## src/pkg/smp_pkg.sv

```systemverilog
// Shared constants, types and behaviour summary for the SPI master port.
//
// Contract
// - SPI runs only while sync mode selected.
// - Pin mode picks enable pin active level.
// - Three-pin mode ignores the enable pin.
// - Power-up clear sets soft reset bit.
// - Soft reset clears enables, errors; sets tx flag.
// - Character length is seven or eight bits.
// - Seven-bit receive data right-aligned, top zero.
// - Bit order select; reset means LSB first.
// - Transfer starts only from a buffer write.
// - Buffer moves to empty shifter, first bit out.
// - Input sampled on edge opposite to launch.
// - Full character copied out, rx flag set.
// - Tx flag set when buffer moves to shifter.
// - Master receives only while it transmits.
// - Output select makes fourth pin guard or select.
// - Master-inactive guard releases data and clock pins.
// - Master-inactive guard sets the conflict error.
// - Master-inactive guard resets state, aborts shifting.
// - Buffered character sends when guard releases.
// - Master drives data out and clock pins.
// - Output select drives automatic single slave select.
// - Bit clock is source clock over divisor; divisors below two act as two.
// - Buffer write clears the tx flag.
// - Receive buffer read clears the rx flag.
package smp_pkg;
    localparam int SMP_DATA_W = 8;
    localparam int SMP_DIV_W = 16;
    localparam int SMP_FIFO_DEPTH = 8;
    localparam int SMP_MSB_8 = 7;
    localparam int SMP_MSB_7 = 6;
    localparam logic [1:0] SMP_PINS_4_HIGH = 2'h1;
    localparam logic [1:0] SMP_PINS_4_LOW = 2'h2;
    localparam logic [2:0] SMP_LAST_BIT_8 = 3'h7;
    localparam logic [2:0] SMP_LAST_BIT_7 = 3'h6;
    localparam logic [2:0] SMP_BIT_FIRST = 3'h0;
    localparam logic [2:0] SMP_BIT_STEP = 3'h1;
    localparam logic [15:0] SMP_DIV_MIN = 16'h0002;
    localparam logic [15:0] SMP_DIV_ONE = 16'h0001;
    localparam logic [15:0] SMP_DIV_ZERO = 16'h0000;
    localparam logic SMP_SOFT_RESET_INIT = 1'h1;
    localparam logic SMP_TX_FLAG_INIT = 1'h1;
    typedef enum logic {SMP_ST_IDLE = 1'b0, SMP_ST_SHIFT = 1'b1} smp_state_type;
endpackage : smp_pkg

```

## src/pkg/smp_tick_if.sv

```systemverilog
// Interface between the transfer engine and the bit-rate divider.
`timescale 1ns/1ps
`default_nettype none
interface smp_tick_if;
    logic run;
    logic [smp_pkg::SMP_DIV_W-1:0] divisor;
    logic rise;
    logic fall;
    modport ctl (output run, output divisor, input rise, input fall);
    modport div (input run, input divisor, output rise, output fall);
endinterface : smp_tick_if
`default_nettype wire

```

## src/verilog/smp_clkdiv.sv

```systemverilog
// Bit-rate divider producing serial clock rise and fall enables.
`timescale 1ns/1ps
`default_nettype none
module smp_clkdiv (
    input wire logic clk_i,
    input wire logic sys_rst_i,
    smp_tick_if.div tick
);
    import smp_pkg::*;
    logic [SMP_DIV_W-1:0] cnt_ff;
    logic high_ff;
    // Divisors below two cannot toggle a flop-driven pin, so they run at half rate.
    wire [SMP_DIV_W-1:0] period = (tick.divisor < SMP_DIV_MIN) ? SMP_DIV_MIN : tick.divisor;
    wire [SMP_DIV_W-1:0] low_len = period >> 1;
    // Odd divisors give the extra cycle to the high phase.
    wire [SMP_DIV_W-1:0] high_len = period - low_len;
    wire [SMP_DIV_W-1:0] phase_len = high_ff ? high_len : low_len;
    wire phase_end = tick.run && (cnt_ff == phase_len - SMP_DIV_ONE);
    wire [SMP_DIV_W-1:0] nxt_cnt = (!tick.run || phase_end) ? SMP_DIV_ZERO : cnt_ff + SMP_DIV_ONE;
    wire nxt_high = tick.run && (phase_end ? !high_ff : high_ff);
    assign tick.rise = phase_end && !high_ff;
    assign tick.fall = phase_end && high_ff;
    always_ff @(posedge clk_i)
    begin
        if (sys_rst_i)
        begin
            cnt_ff <= SMP_DIV_ZERO;
            high_ff <= 1'h0;
        end
        else
        begin
            cnt_ff <= nxt_cnt;
            high_ff <= nxt_high;
        end
    end
endmodule : smp_clkdiv
`default_nettype wire

```

## src/verilog/smp_fifo.sv

```systemverilog
// Small synchronous FIFO with valid and ready on both sides.
`timescale 1ns/1ps
`default_nettype none
module smp_fifo #(
    parameter int WIDTH = 8,
    parameter int DEPTH = 8
) (
    input wire logic clk_i,
    input wire logic sys_rst_i,
    input wire logic flush_i,
    input wire logic in_valid_i,
    input wire logic [WIDTH-1:0] in_data_i,
    output logic in_ready_o,
    output logic out_valid_o,
    output logic [WIDTH-1:0] out_data_o,
    input wire logic out_ready_i
);
    localparam int AW = $clog2(DEPTH);
    typedef logic [AW:0] smp_cnt_type;
    typedef logic [AW-1:0] smp_ptr_type;
    localparam smp_cnt_type FULL_CNT = smp_cnt_type'(DEPTH);
    localparam smp_cnt_type ZERO_CNT = smp_cnt_type'(0);
    logic [WIDTH-1:0] mem_ff [DEPTH];
    smp_ptr_type wr_ff;
    smp_ptr_type rd_ff;
    smp_cnt_type cnt_ff;
    // Ready and valid are registered so that the top drives them from flops.
    wire push = in_valid_i && in_ready_o;
    wire pop = out_ready_i && out_valid_o;
    wire [AW:0] nxt_cnt = cnt_ff + smp_cnt_type'(push) - smp_cnt_type'(pop);
    assign out_data_o = mem_ff[rd_ff];
    always_ff @(posedge clk_i)
    begin
        if (push)
            mem_ff[wr_ff] <= in_data_i;
    end
    always_ff @(posedge clk_i)
    begin
        if (sys_rst_i || flush_i)
        begin
            wr_ff <= smp_ptr_type'(0);
            rd_ff <= smp_ptr_type'(0);
            cnt_ff <= ZERO_CNT;
            in_ready_o <= 1'h0;
            out_valid_o <= 1'h0;
        end
        else
        begin
            wr_ff <= wr_ff + smp_ptr_type'(push);
            rd_ff <= rd_ff + smp_ptr_type'(pop);
            cnt_ff <= nxt_cnt;
            in_ready_o <= (nxt_cnt != FULL_CNT);
            out_valid_o <= (nxt_cnt != ZERO_CNT);
        end
    end
endmodule : smp_fifo
`default_nettype wire

```

## src/verilog/spi_master_port.sv

```systemverilog
// SPI master port: transmit path, shifters, flags, pin control and guard.
`timescale 1ns/1ps
`default_nettype none
module spi_master_port (
    input wire logic clk_i,
    input wire logic sys_rst_i,
    input wire logic soft_reset_set_i,
    input wire logic soft_reset_clr_i,
    output logic soft_reset_o,
    input wire logic sync_mode_select_i,
    input wire logic [1:0] pin_mode_field_i,
    input wire logic enable_pin_output_select_i,
    input wire logic seven_bit_select_i,
    input wire logic bit_order_select_i,
    input wire logic [smp_pkg::SMP_DIV_W-1:0] bit_rate_divisor_i,
    input wire logic irq_enable_wr_i,
    input wire logic rx_irq_enable_i,
    input wire logic tx_irq_enable_i,
    output logic rx_irq_enable_o,
    output logic tx_irq_enable_o,
    input wire logic tx_valid_i,
    input wire logic [smp_pkg::SMP_DATA_W-1:0] tx_data_i,
    output logic tx_ready_o,
    input wire logic rx_read_i,
    output logic [smp_pkg::SMP_DATA_W-1:0] rx_data_o,
    output logic rx_flag_o,
    output logic tx_flag_o,
    output logic overrun_error_o,
    output logic conflict_error_o,
    input wire logic error_clear_i,
    output logic busy_o,
    output logic serial_clock_pin_o,
    output logic serial_clock_pin_oe_o,
    output logic peripheral_in_line_o,
    output logic peripheral_in_line_oe_o,
    input wire logic peripheral_out_line_i,
    input wire logic enable_pin_i,
    output logic enable_pin_o,
    output logic enable_pin_oe_o
);
    import smp_pkg::*;

    ////////////////////////////////////////////////////////////////////////////
    // Declarations and input synchronisers.

    smp_state_type state_ff;
    logic soft_reset_ff;
    logic ste_meta_ff;
    logic ste_ff;
    logic pout_meta_ff;
    logic pout_ff;
    logic [SMP_DATA_W-1:0] txbuf_ff;
    logic [SMP_DATA_W-1:0] txsh_ff;
    logic [SMP_DATA_W-1:0] rxsh_ff;
    logic [2:0] bitcnt_ff;
    logic fifo_valid;
    logic [SMP_DATA_W-1:0] fifo_data;

    smp_tick_if tick ();

    always_ff @(posedge clk_i)
    begin
        if (sys_rst_i)
        begin
            ste_meta_ff <= 1'h0;
            ste_ff <= 1'h0;
            pout_meta_ff <= 1'h0;
            pout_ff <= 1'h0;
        end
        else
        begin
            ste_meta_ff <= enable_pin_i;
            ste_ff <= ste_meta_ff;
            pout_meta_ff <= peripheral_out_line_i;
            pout_ff <= pout_meta_ff;
        end
    end

    ////////////////////////////////////////////////////////////////////////////
    // Mode decode and the multi-master guard.

    wire active = sync_mode_select_i && !soft_reset_ff;
    wire mode_high = (pin_mode_field_i == SMP_PINS_4_HIGH);
    wire mode_low = (pin_mode_field_i == SMP_PINS_4_LOW);
    // Any other pin mode counts as three-pin, so the enable pin is never looked at.
    wire four_pin = mode_high || mode_low;
    wire ste_master_off = mode_high ? ste_ff : !ste_ff;
    wire guard = active && four_pin && !enable_pin_output_select_i && ste_master_off;
    wire shifting = (state_ff == SMP_ST_SHIFT);
    wire msb_first = bit_order_select_i;
    wire [2:0] last_bit = seven_bit_select_i ? SMP_LAST_BIT_7 : SMP_LAST_BIT_8;

    ////////////////////////////////////////////////////////////////////////////
    // Transmit buffer fed by the FIFO, and the hand-off to the shifter.

    // The FIFO drains only into an empty transmit buffer, so a stalled link fills it.
    wire fifo_take = active && tx_flag_o;
    wire buf_write = fifo_take && fifo_valid;
    // A character held during the guard stays buffered and starts once released.
    wire start = active && !guard && !shifting && !tx_flag_o;
    wire sample = shifting && !guard && tick.rise;
    wire launch = shifting && !guard && tick.fall;
    wire done = launch && (bitcnt_ff == last_bit);

    smp_fifo #(
        .WIDTH(SMP_DATA_W),
        .DEPTH(SMP_FIFO_DEPTH)
    ) u_fifo (
        .clk_i(clk_i),
        .sys_rst_i(sys_rst_i),
        .flush_i(soft_reset_ff),
        .in_valid_i(tx_valid_i),
        .in_data_i(tx_data_i),
        .in_ready_o(tx_ready_o),
        .out_valid_o(fifo_valid),
        .out_data_o(fifo_data),
        .out_ready_i(fifo_take)
    );

    assign tick.run = shifting;
    assign tick.divisor = bit_rate_divisor_i;

    smp_clkdiv u_div (
        .clk_i(clk_i),
        .sys_rst_i(sys_rst_i),
        .tick(tick)
    );

    ////////////////////////////////////////////////////////////////////////////
    // Shift registers and character alignment.

    wire [SMP_DATA_W-1:0] shifted = msb_first ? (txsh_ff << 1) : (txsh_ff >> 1);
    wire [SMP_DATA_W-1:0] nxt_txsh = start ? txbuf_ff : (launch ? shifted : txsh_ff);
    wire lead_msb = seven_bit_select_i ? nxt_txsh[SMP_MSB_7] : nxt_txsh[SMP_MSB_8];
    wire nxt_pin_data = msb_first ? lead_msb : nxt_txsh[0];
    wire [SMP_DATA_W-1:0] rx_in_msb = {rxsh_ff[SMP_DATA_W-2:0], pout_ff};
    wire [SMP_DATA_W-1:0] rx_in_lsb = {pout_ff, rxsh_ff[SMP_DATA_W-1:1]};
    wire [SMP_DATA_W-1:0] nxt_rxsh = msb_first ? rx_in_msb : rx_in_lsb;
    wire [SMP_DATA_W-2:0] rx_seven = msb_first ? rxsh_ff[SMP_DATA_W-2:0] : rxsh_ff[SMP_DATA_W-1:1];
    wire [SMP_DATA_W-1:0] rx_char = seven_bit_select_i ? {1'h0, rx_seven} : rxsh_ff;
    wire [2:0] nxt_bitcnt = start ? SMP_BIT_FIRST : launch ? bitcnt_ff + SMP_BIT_STEP : bitcnt_ff;

    ////////////////////////////////////////////////////////////////////////////
    // Next-state decode.

    // The guard wins over every other event and drops the shift in progress.
    wire go_idle = !active || guard || done;
    wire smp_state_type nxt_state = go_idle ? SMP_ST_IDLE : (start ? SMP_ST_SHIFT : state_ff);
    wire nxt_shifting = (nxt_state == SMP_ST_SHIFT);
    wire nxt_sclk = nxt_shifting && (tick.rise || (serial_clock_pin_o && !tick.fall));
    wire drive = active && !guard;
    wire slave_on_level = mode_high;
    wire nxt_select = nxt_shifting ? slave_on_level : !slave_on_level;
    wire nxt_soft_reset = soft_reset_set_i || (soft_reset_ff && !soft_reset_clr_i);
    // A completed character always wins over a read in the same cycle.
    wire nxt_rx_flag = done || (rx_flag_o && !rx_read_i);
    wire nxt_overrun = (done && rx_flag_o && !rx_read_i) || (overrun_error_o && !error_clear_i);
    wire nxt_conflict = guard || (conflict_error_o && !error_clear_i);
    wire nxt_tx_flag = start || (tx_flag_o && !buf_write);

    ////////////////////////////////////////////////////////////////////////////
    // Soft reset and software-visible flags.

    always_ff @(posedge clk_i)
    begin
        if (sys_rst_i)
            soft_reset_ff <= SMP_SOFT_RESET_INIT;
        else
            soft_reset_ff <= nxt_soft_reset;
    end

    assign soft_reset_o = soft_reset_ff;

    always_ff @(posedge clk_i)
    begin
        if (sys_rst_i || soft_reset_ff)
        begin
            rx_flag_o <= 1'h0;
            tx_flag_o <= SMP_TX_FLAG_INIT;
            overrun_error_o <= 1'h0;
            conflict_error_o <= 1'h0;
            rx_irq_enable_o <= 1'h0;
            tx_irq_enable_o <= 1'h0;
        end
        else
        begin
            rx_flag_o <= nxt_rx_flag;
            tx_flag_o <= nxt_tx_flag;
            overrun_error_o <= nxt_overrun;
            conflict_error_o <= nxt_conflict;
            if (irq_enable_wr_i)
            begin
                rx_irq_enable_o <= rx_irq_enable_i;
                tx_irq_enable_o <= tx_irq_enable_i;
            end
        end
    end

    ////////////////////////////////////////////////////////////////////////////
    // Transfer engine.

    always_ff @(posedge clk_i)
    begin
        if (sys_rst_i)
        begin
            state_ff <= SMP_ST_IDLE;
            bitcnt_ff <= SMP_BIT_FIRST;
            txbuf_ff <= '0;
            txsh_ff <= '0;
            rxsh_ff <= '0;
            rx_data_o <= '0;
        end
        else
        begin
            state_ff <= nxt_state;
            bitcnt_ff <= nxt_bitcnt;
            txsh_ff <= nxt_txsh;
            if (buf_write)
                txbuf_ff <= fifo_data;
            if (sample)
                rxsh_ff <= nxt_rxsh;
            if (done)
                rx_data_o <= rx_char;
        end
    end

    ////////////////////////////////////////////////////////////////////////////
    // Pin drivers.

    always_ff @(posedge clk_i)
    begin
        if (sys_rst_i)
        begin
            busy_o <= 1'h0;
            serial_clock_pin_o <= 1'h0;
            peripheral_in_line_o <= 1'h0;
            serial_clock_pin_oe_o <= 1'h0;
            peripheral_in_line_oe_o <= 1'h0;
            enable_pin_o <= 1'h0;
            enable_pin_oe_o <= 1'h0;
        end
        else
        begin
            busy_o <= nxt_shifting;
            serial_clock_pin_o <= nxt_sclk;
            peripheral_in_line_o <= nxt_pin_data;
            serial_clock_pin_oe_o <= drive;
            peripheral_in_line_oe_o <= drive;
            enable_pin_o <= nxt_select;
            enable_pin_oe_o <= active && four_pin && enable_pin_output_select_i;
        end
    end
endmodule : spi_master_port
`default_nettype wire

```

## config.mk

```make
export PLATFORM = sky130hd
export DESIGN_NAME = spi_master_port
export DESIGN_NICKNAME = d
export VERILOG_FILES = /design/src/pkg/smp_pkg.sv /design/src/pkg/smp_tick_if.sv /design/src/verilog/smp_clkdiv.sv /design/src/verilog/smp_fifo.sv /design/src/verilog/spi_master_port.sv
export SDC_FILE = /design/constraint.sdc
export NUM_CORES = 1
export LEC_CHECK = 0
export ABC_AREA = 1
export BUFFER_PORTS_ARGS = -buffer_cell sky130_fd_sc_hd__buf_2
export CAP_MARGIN = 25
export CORE_AREA = 2 2 171 173
export CTS_CLUSTER_SIZE = 25
export DETAILED_ROUTE_END_ITERATION = 10
export DIE_AREA = 0 0 173 175
export GPL_ROUTABILITY_DRIVEN = 0
export PLACE_DENSITY_LB_ADDON = 0.1
export SYNTH_ARGS = -nofsm -noshare
export SYNTH_HDL_FRONTEND = slang
export SYNTH_SLANG_ARGS = --single-unit
```

## constraint.sdc

```tcl
create_clock -name clk_i -period 6.6 [get_ports clk_i]
set_input_delay 0.66 -clock clk_i [delete_from_list [all_inputs] [get_ports clk_i]]
set_output_delay 0.66 -clock clk_i [all_outputs]
set_load 0.02 [all_outputs]
```

After elaboration in Yosys (flattened, before gate mapping). Memory sizes are Yosys's and may differ from the RTL's. A register that Yosys moved wholly into a read port is not among the register bits. Index checks and enable logic that the tools add are counted.

Register bits: 73. RAM bits: 64. Input port bits: 42. Output and inout port bits: 23. Memories kept: 1.

Memory list: u_fifo.mem_ff (words 8, bits a word 8, rd ports 1, clocked after Yosys merged registers in 1, write ports 1, RTL line smp_fifo.sv:23) `logic [WIDTH-1:0] mem_ff [DEPTH];`.

$add $sub $neg: 8. $lt $le $gt $ge: 1. Equality and inequality tests: 5. Multiplexer cells: 18. Reduce and logical (&&, ||, !) cells: 57.

Operators by type and width (count): two-way mux 8 bit (5); two-way mux 16 bit (2); logical AND 1 bit (28); adder 16 x 1 -> 16 bit, second input constant (1); equality test 16 bit (1); less-than comparator 16 x 2 -> 1 bit, second input constant (1); subtractor 16 x 1 -> 16 bit, second input constant (1); subtractor 16 x 15 -> 16 bit (1); logical NOT 1 bit (14); logical OR 1 bit (11); two-way mux 1 bit (10); two-way mux 7 bit (1); adder 3 x 1 -> 3 bit (2); adder 4 x 1 -> 4 bit (1); != test 4 bit, second input constant (1); nonzero test 4 bit (1); OR reduction 2 bit (2); subtractor 4 x 1 -> 4 bit (1); adder 3 x 1 -> 3 bit, second input constant (1); equality test 3 bit (1); equality test 2 x 1 -> 1 bit, second input constant (1); equality test 2 bit, second input constant (1); nonzero test 2 bit (1).

Longest topological paths before layout. Gate-level depths: netlist of run 1.

Depth in word-level cells: 13. Depth in mapped cells: 37.

Modules after synthesis. Synthesis of run 1 repeated with hierarchy kept, for this count alone.

Cell total of the unflattened synthesis: 1166. Area, all modules: 8485.6 µm².

Modules (own cells, without submodules): smp_fifo (instances 1, cells each 286, area an instance 3151.8 µm²); smp_clkdiv (instances 1, cells each 573, area an instance 3030.4 µm²); spi_master_port (instances 1, cells each 307, area an instance 2303.5 µm²).

Worst setup path before layout of run 1. No wires, ideal clock.

Path type: input -> register. Start: input bit_rate_divisor_i[14] in the netlist's numbering. End: register serial_clock_pin_o. Setup time: 0.113 ns. Arrival time: 4.557 ns. Data required time: 6.487 ns. Setup slack: 1.930 ns. Stages: 37. Path buffers: 1. Path through: inv_1 ha_1 nand3_1 nor2_1 nand2_2 nand2_1 ha_1 inv_1 fa_1 nand2_1 o21ai_0 inv_1 ha_1 nand3_1 inv_2 nand3_2 nor2_4 nand2_2 nor2_4 nand2_2 nand2_1 nand2_1 nand2_1 nand2_1 nor2_1 nand4_1 inv_1 ha_1 nand3_1 clkinv_1 and2_1 buf_2 clkinv_1 nand2_1 nor2_1 nand2_1 nor2_1.

Word-level cells in the longest chain between the ends: 13.

Ends and longest elaborated chain: from (decl) (RTL line spi_master_port.sv:15) `input wire logic [smp_pkg::SMP_DIV_W-1:0] bit_rate_divisor_i,`; less-than comparator 16 x 2 -> 1 bit (RTL line smp_clkdiv.sv:13) `wire [SMP_DIV_W-1:0] period = (tick.divisor < SMP_DIV_MIN) ? SMP_DIV_MIN : tick.divisor;`; two-way mux 16 bit (*) (RTL line smp_clkdiv.sv:13); subtractor 16 x 15 -> 16 bit (RTL line smp_clkdiv.sv:16) `wire [SMP_DIV_W-1:0] high_len = period - low_len;`; two-way mux 16 bit (*) (RTL line smp_clkdiv.sv:17) `wire [SMP_DIV_W-1:0] phase_len = high_ff ? high_len : low_len;`; subtractor 16 x 1 -> 16 bit (*) (RTL line smp_clkdiv.sv:18) `wire phase_end = tick.run && (cnt_ff == phase_len - SMP_DIV_ONE);`; equality test 16 bit (*) (RTL line smp_clkdiv.sv:18); logical AND 1 bit (*) (RTL line smp_clkdiv.sv:18); logical AND 1 bit (RTL line smp_clkdiv.sv:22) `assign tick.fall = phase_end && high_ff;`; logical AND 1 bit (RTL line spi_master_port.sv:102) `wire launch = shifting && !guard && tick.fall;`; logical AND 1 bit (RTL line spi_master_port.sv:103) `wire done = launch && (bitcnt_ff == last_bit);`; logical OR 1 bit (RTL line spi_master_port.sv:147) `wire go_idle = !active || guard || done;`; two-way mux 1 bit (RTL line spi_master_port.sv:148) `wire smp_state_type nxt_state = go_idle ? SMP_ST_IDLE : (start ? SMP_ST_SHIFT : state_ff);`; logical AND 1 bit (*) (RTL line spi_master_port.sv:150) `wire nxt_sclk = nxt_shifting && (tick.rise || (serial_clock_pin_o && !tick.fall));`; to (signal assigned) (RTL line spi_master_port.sv:245) `serial_clock_pin_o <= nxt_sclk;`; to (decl) (RTL line spi_master_port.sv:32) `output logic serial_clock_pin_o,`.

Mark *: on every way between the ends. The rest lies on a longest branch, timed or not. A chain may end at the register's enable or synchronous reset.

Final worst setup path of run 1.
Start: input bit_rate_divisor_i[15] in the netlist's numbering. End: register serial_clock_pin_o.

Same word-level chain as after synthesis.

==> results.json, run 1 <==
{
  "placed_cell_area_sq_um": 9072,
  "fp.dieW_um": 173,
  "unrepaired_setup_endpoints_after_global_routing": "false",
  "final_layout_size_suffix_gt1_share_pct": 13.91,
  "global_route.overflow_total": 0,
  "synth_sequential_area_ratio_pct": 42.04,
  "maxCapViolations": 0,
  "clk_latency_ns": 0.42,
  "timing.critical_path.slowest_cell_delay_ns": 0.43,
  "grt_first_pass_wirelength_mm": 35.25,
  "wl_per_cell_um": 13.53,
  "clock-sinks": 145,
  "final_net_count": 1240,
  "critical_path_endpoint_category": "flop",
  "hold_viol": 0,
  "clock_path_buffers": 2,
  "post_drt_via_cell_ratio": 4.498,
  "drt_pass1_iterations": 5,
  "placed_cells_incl_taps": 1530,
  "routed-via-count": 7031,
  "drt_first_iter_violations": 322,
  "diodes": 0,
  "leakage_nw": 4.051,
  "filler_cell_count": 3086,
  "finalNonFillerCells": 1563,
  "synth_cell_type_count": 42,
  "cts-htree-levels": 4,
  "yosys_most_used_dff": "dfxtp_1",
  "core.rowCount": 62,
  "antenna_violating_nets_post_route": 0,
  "run_status": "complete, no violations",
  "timing.slew.headroom_pct": 30.99,
  "finish.instance_area_sq_um": 9674,
  "finalClockSkew_ns": 0.01215,
  "critical_path.slowest_cell": "fa_1",
  "syn-num-nets": 1193,
  "synthesized_cell_area_sq_um": 8429,
  "area_growth_pct": 14.77,
  "period_utilization_post_route_pct": 83.09,
  "timing.critical_path.required_ns": 6.91,
  "top_level_ports": 65,
  "postCtsSetupRepairBufs": 0,
  "whs_path_depth": 2,
  "ir_worst_vdd_uv": 174.5,
  "cts_made_buffers": 17,
  "setup_violations": 0,
  "cts.reportedPaths.clkPinSlew_ns": 0.06,
  "critPathLaunchType": "input pin",
  "timing.setup.critical_path_class": "input pin to flop",
  "grt_usage_pct": 14.46,
  "synth-warning-count": 0,
  "postSynthAreaPerCell_sq_um": 7.533,
  "die_area_sq_um": 30280,
  "clock_tree_from_tritoncts": "done",
  "totalNegativeSetupSlack_ns": 0,
  "input_output_buffers": 64,
  "fp.coreArea_sq_um": 28390,
  "final_max_slew_viol_count": 0,
  "initial_util_pct": 29.69,
  "post-route-drc-count": 0,
  "critical_path_peak_fanout": 10,
  "max_slew.worst_pin.slew_ns": 1.031,
  "post_cts.resized_instances": 0,
  "grt_pass1_vias": 6911,
  "yosys_register_bits": 145,
  "grt_start_max_net_pins": 42,
  "min-delay-path-class": "flop to flop",
  "cts.root.buffer_cell": "clkbuf_16",
  "synth_edf_count": 64,
  "crit_top_cell": "nand2_1",
  "reg2reg_depth": 27,
  "critPathArrivalTime_ns": 5.80,
  "netlist_instances": 1119,
  "cts_hold_buf": 0,
  "sum_of_routed_wire_length_over_all_layers_mm": 21.15,
  "post_dp_hpwl_mm": 15.61,
  "pwr_density_cell_nw_per_um2": 213.7,
  "synth-async-reset-ratio_pct": 0,
  "grt_antenna_before_repair": 1,
  "finalWorstPathRequiredPeriod_ns": 5.484,
  "worst_hold_slack_ns": 0.4071,
  "fp.dieH_um": 175,
  "clock.fmax_mhz": 182.4
}
[cell type report]
class / count / area (sq um) / area share (%)
Clock inverter: 15 / 148.9 / 1.539
Inverter: 155 / 581.8 / 6.014
Multi-Input combinational cell: 779 / 4124 / 42.63
Tap cell: 384 / 480.5 / 4.966
Timing Repair Buffer: 68 / 370.4 / 3.828
Sequential cell: 145 / 3543 / 36.63
Clock buffer: 17 / 425.4 / 4.397
[flip-flops by register name (all words and copies together), names as in the netlist, 3 cells and up]
register	count
bitcnt_ff	3
u_fifo.wr_ff	3
u_div.cnt_ff	16
u_fifo.mem_ff	64
u_fifo.cnt_ff	4
txsh_ff	8
rxsh_ff	8
txbuf_ff	8
u_fifo.rd_ff	3
rx_data_o	8
[through the flow]
stage | utilization [%] | setup WS [ns] | power, mW
2_1_floorplan | - | 1.930 | 1.097
3_3_place_gp | 31.95 | 0.7651 | 1.152
3_5_place_dp | 31.95 | 0.6204 | 1.150
4_1_cts | 33.98 | 1.053 | 2.098
5_1_grt | 34.07 | 0.4587 | 2.162
6_report | 34.07 | 1.116 | 2.067
[power by group]
| group | switching [mW] | internal, mW | total, mW |
|---|---|---|---|
| registers | 0.00122 | 0.939 | 0.940 |
| clock network | 0.407 | 0.531 | 0.937 |
| logic | 0.128 | 0.0614 | 0.190 |
| total | 0.536 | 1.53 | 2.07 |
[cell families (layout without fill, tap and decap cells)]
logic type	count (synthesis)	count (layout)	share of synthesized area (%)
AOI/OAI and AO/OA	128	128	9.440
xor gates and xnor gates	17	17	1.766
adders and majority gates	32	32	4.928
buffers and inverters	195	255	9.039
DFF	145	145	42.04
muxes	12	12	1.425
and+or+nand+nor	590	590	31.36
[final timing paths]
check | startpoint | endpoint | slack (ns)
setup reg to reg | u_div.high_ff | serial_clock_pin_o | 2.03
hold / removal | pout_meta_ff | pout_ff | 0.41
setup / recovery | bit_rate_divisor_i[15] | serial_clock_pin_o | 1.12
hold reg to reg | pout_meta_ff | pout_ff | 0.41
[layer usage]
layer / up-vias / global-route usage, % / share of wire, %
li1: 3741 / - / -
met1: 3196 / 18.46 / 47
met2: 78 / 25.38 / 49
met3: 14 / 2.263 / 2.4
met4: 2 / 3.884 / 1.1
met5: - / 0 / 0.061
[synth_stat cells (6+ instances only)]
cell type  instances  area share (%)
nand2_1          308              14
a211oi_1          13             1.2
nor2_4            15             2.0
nand4_1            8            0.59
ha_1              30             4.5
o211ai_1          15             1.3
mux2i_1           12             1.4
o221ai_1          13             1.4
dfxtp_1           81              19
xnor2_1            7            0.73
nor2_1           114             5.1
inv_1            137             6.1
nand3_1           97             5.8
edfxtp_1          64              23
o21ai_0           30             1.8
a21oi_1           45             2.7
nor3_1             6            0.36
xor2_1            10             1.0
nand2_2           17             1.3
clkbuf_1          31             1.4
inv_2             14            0.62
[cell usage in the layout, fill, tap and decap left out, types with 3 or more instances in the layout]
master,netlist,final
o32ai_1,4,4
inv_2,14,14
nand2_4,3,3
buf_4,2,3
or2_2,3,3
nor3_1,6,6
a221oi_1,3,3
a21oi_1,45,45
xor2_1,10,10
nand3b_1,3,3
o221ai_1,13,13
nand2_2,17,17
xnor2_1,7,7
nand3_1,97,97
o211ai_1,15,15
o21ai_0,30,30
clkbuf_16,0,17
nor2_1,114,114
inv_6,0,5
nand2_1,308,308
edfxtp_1,64,64
a211oi_1,13,13
inv_1,137,137
mux2i_1,12,12
nor2_2,5,5
buf_2,5,64
nand4_1,8,8
nor2_4,15,15
clkinv_1,4,5
dfxtp_1,81,81
inv_8,0,3
ha_1,30,30
nand3_2,5,5
a31oi_1,3,3
[critical path, delay by kind of cell]
| family | cells | cell delay, ns |
|---|---|---|
| simple gates | 23 | 2.85 |
| buf+inv | 8 | 1.20 |
| fa+ha+maj | 5 | 1.01 |
| compound gates | 1 | 0.09 |
Note: power is estimated with default switching activity, not from simulation.
==> run 2: changes to the inputs <==
Clock period 6.6 ns to 4.5 ns, I/O delays scaled along.
==> run 2 against run 1 <==
  * First-iteration DRC count rose by 27%
  * Final area rose by 8.2%
  * Hold slack got worse by 0.18 ns
  * Sequential share of layout area fell by 2.8 points
  * Combinational power rose by 71%
  * Via count rose by 5.1%
  * Die area did not move
  * Register-to-register slack got worse by 0.97 ns
  * Clock power rose by 44%
  * Non-clock buffer count rose by 88
  * Global-route usage barely moved
  * Critical path type unchanged
  * Largest power group unchanged
==> results.json, run 2 (synthesis gave the netlist of run 1 again) <==
{
  "placed_cells_incl_taps": 1611,
  "period_utilization_post_route_pct": 91.27,
  "wl_per_cell_um": 13.02,
  "critical_path.slowest_cell": "fa_1",
  "grt_usage_pct": 14.47,
  "ir_worst_vdd_uv": 231.2,
  "worst_hold_slack_ns": 0.2226,
  "cts_hold_buf": 0,
  "antenna_violating_nets_post_route": 0,
  "cts-htree-levels": 4,
  "total_power_mw": 3.049,
  "diodes": 0,
  "setup_ws_pre_cts_ns": -0.4408,
  "global_route.overflow_total": 0,
  "largest_registers": "u_fifo.mem_ff (64), u_div.cnt_ff (16)",
  "max_slew.worst_pin.slew_ns": 1.010,
  "multi_input_area_sq_um": 4254,
  "top_level_ports": 65,
  "input_output_buffers": 64,
  "mostFrequentLayoutCell": "nand2_1",
  "grt_start_max_net_pins": 42,
  "min-delay-path-class": "input pin to flop",
  "clock_tree_from_tritoncts": "done",
  "clock-sinks": 145,
  "final_max_slew_viol_count": 0,
  "finalWorstPathRequiredPeriod_ns": 4.107,
  "clock_path_buffers": 2,
  "area_growth_pct": 24.22,
  "grt_antenna_before_repair": 0,
  "sum_of_routed_wire_length_over_all_layers_mm": 21.50,
  "maxCapViolations": 0,
  "die_area_sq_um": 30280,
  "hold_viol": 0,
  "cts_made_buffers": 17,
  "timing.setup.critical_path_class": "input pin to flop",
  "grt_first_pass_wirelength_mm": 35.60,
  "area.sequential_sq_um": 3543,
  "clk_latency_ns": 0.42,
  "drt_pass1_iterations": 5,
  "clock.fmax_mhz": 243.5,
  "routed-via-count": 7388,
  "grt_pass1_vias": 7149,
  "setup_slack_ns": 0.3928,
  "drt_first_iter_violations": 410,
  "fp.dieW_um": 173,
  "timing.critical_path.required_ns": 4.77,
  "finalNonFillerCells": 1651,
  "highest_count_cells_in_the_layout_ignoring_fill_and_taps": "nand2_1, inv_1, nor2_1",
  "critical_path_peak_fanout": 7,
  "fp.coreArea_sq_um": 28390,
  "totalNegativeSetupSlack_ns": 0,
  "registers.top_by_ff_count": "u_fifo.mem_ff",
  "largest_register_ff_count": 64,
  "pwr_density_cell_nw_per_um2": 291.2,
  "reg2reg_depth": 26,
  "setup_violations": 0,
  "filler_cell_count": 3050,
  "critPathLaunchType": "input pin",
  "whs_path_depth": 2,
  "finalClockSkew_ns": 0.007226,
  "post-route-drc-count": 0,
  "placed_cell_area_sq_um": 9693,
  "fp.dieH_um": 175,
  "critPathArrivalTime_ns": 4.38,
  "leakage_nw": 4.491,
  "cts.root.buffer_cell": "clkbuf_16",
  "core.rowCount": 62,
  "initial_util_pct": 29.69,
  "final_net_count": 1328,
  "timing.critical_path.slowest_cell_delay_ns": 0.45,
  "timing.slew.headroom_pct": 32.43,
  "cts.reportedPaths.clkPinSlew_ns": 0.06,
  "post_drt_via_cell_ratio": 4.475,
  "postLayoutCoreUtil_pct": 36.88,
  "final_layout_size_suffix_gt1_share_pct": 21.70,
  "critical_path_endpoint_category": "flop",
  "run_status": "complete, no violations",
  "post_dp_hpwl_mm": 15.83,
  "finish.instance_area_sq_um": 10470
}
## run 2: cell types whose count changed in the layout (fill, tap and decap cells not counted), sizes merged
cell and delta:
inv +2, buf +88, bufinv -1, clkinvlp -1
## run 2: layout make-up
class | instances | share of cell area, %
tap | 384 | 4.588
inverter | 155 | 5.556
timing repair buffer | 156 | 10.00
sequential | 145 | 33.84
multi-input combinational | 779 | 40.63
clock inverter | 15 | 1.326
clock buffer | 17 | 4.063
## run 2: where the power goes
part / switching, mW / leakage, nW / internal (mW)
logic: 0.199 / 2.99 / 0.126
clock network: 0.613 / 0.274 / 0.732
registers: 0.00223 / 1.23 / 1.38
total: 0.814 / 4.49 / 2.23
## run 2: per-layer routing
metal / global-route usage [%] / routed length (um) / up-vias
met1: 18.54 / 10350 / 3372
met2: 25.63 / 10460 / 94
li1: - / - / 3906
met5: 0 / 0 / -
met4: 3.849 / 233 / 0
met3: 1.871 / 462 / 16
## run 2: worst paths after layout
| check | slack, ns | startpoint | endpoint |
|---|---|---|---|
| worst max-delay path | 0.39 | bit_rate_divisor_i[14] | txsh_ff[7] |
| worst min-delay path | 0.22 | soft_reset_clr_i | soft_reset_o |
| worst min register to register | 0.41 | ste_meta_ff | ste_ff |
| worst max register to register | 1.06 | u_div.high_ff | txsh_ff[7] |
## run 2: worst max-delay path, delay by kind of cell
family	cells	cell delay [ns]
AO/OA/AOI/OAI	3	0.21
adder cells (fa/ha/maj)	5	1.04
buffers and inverters	10	0.96
AND/OR/NAND/NOR	19	1.70
## run 2: timing repair
item                       in CTS  in global routing
setup endpoints to repair       1                 33
pin swaps                       0                 14
hold endpoints to repair        0                  0
buffers inserted                0                  7
gates resized for setup         1                 36
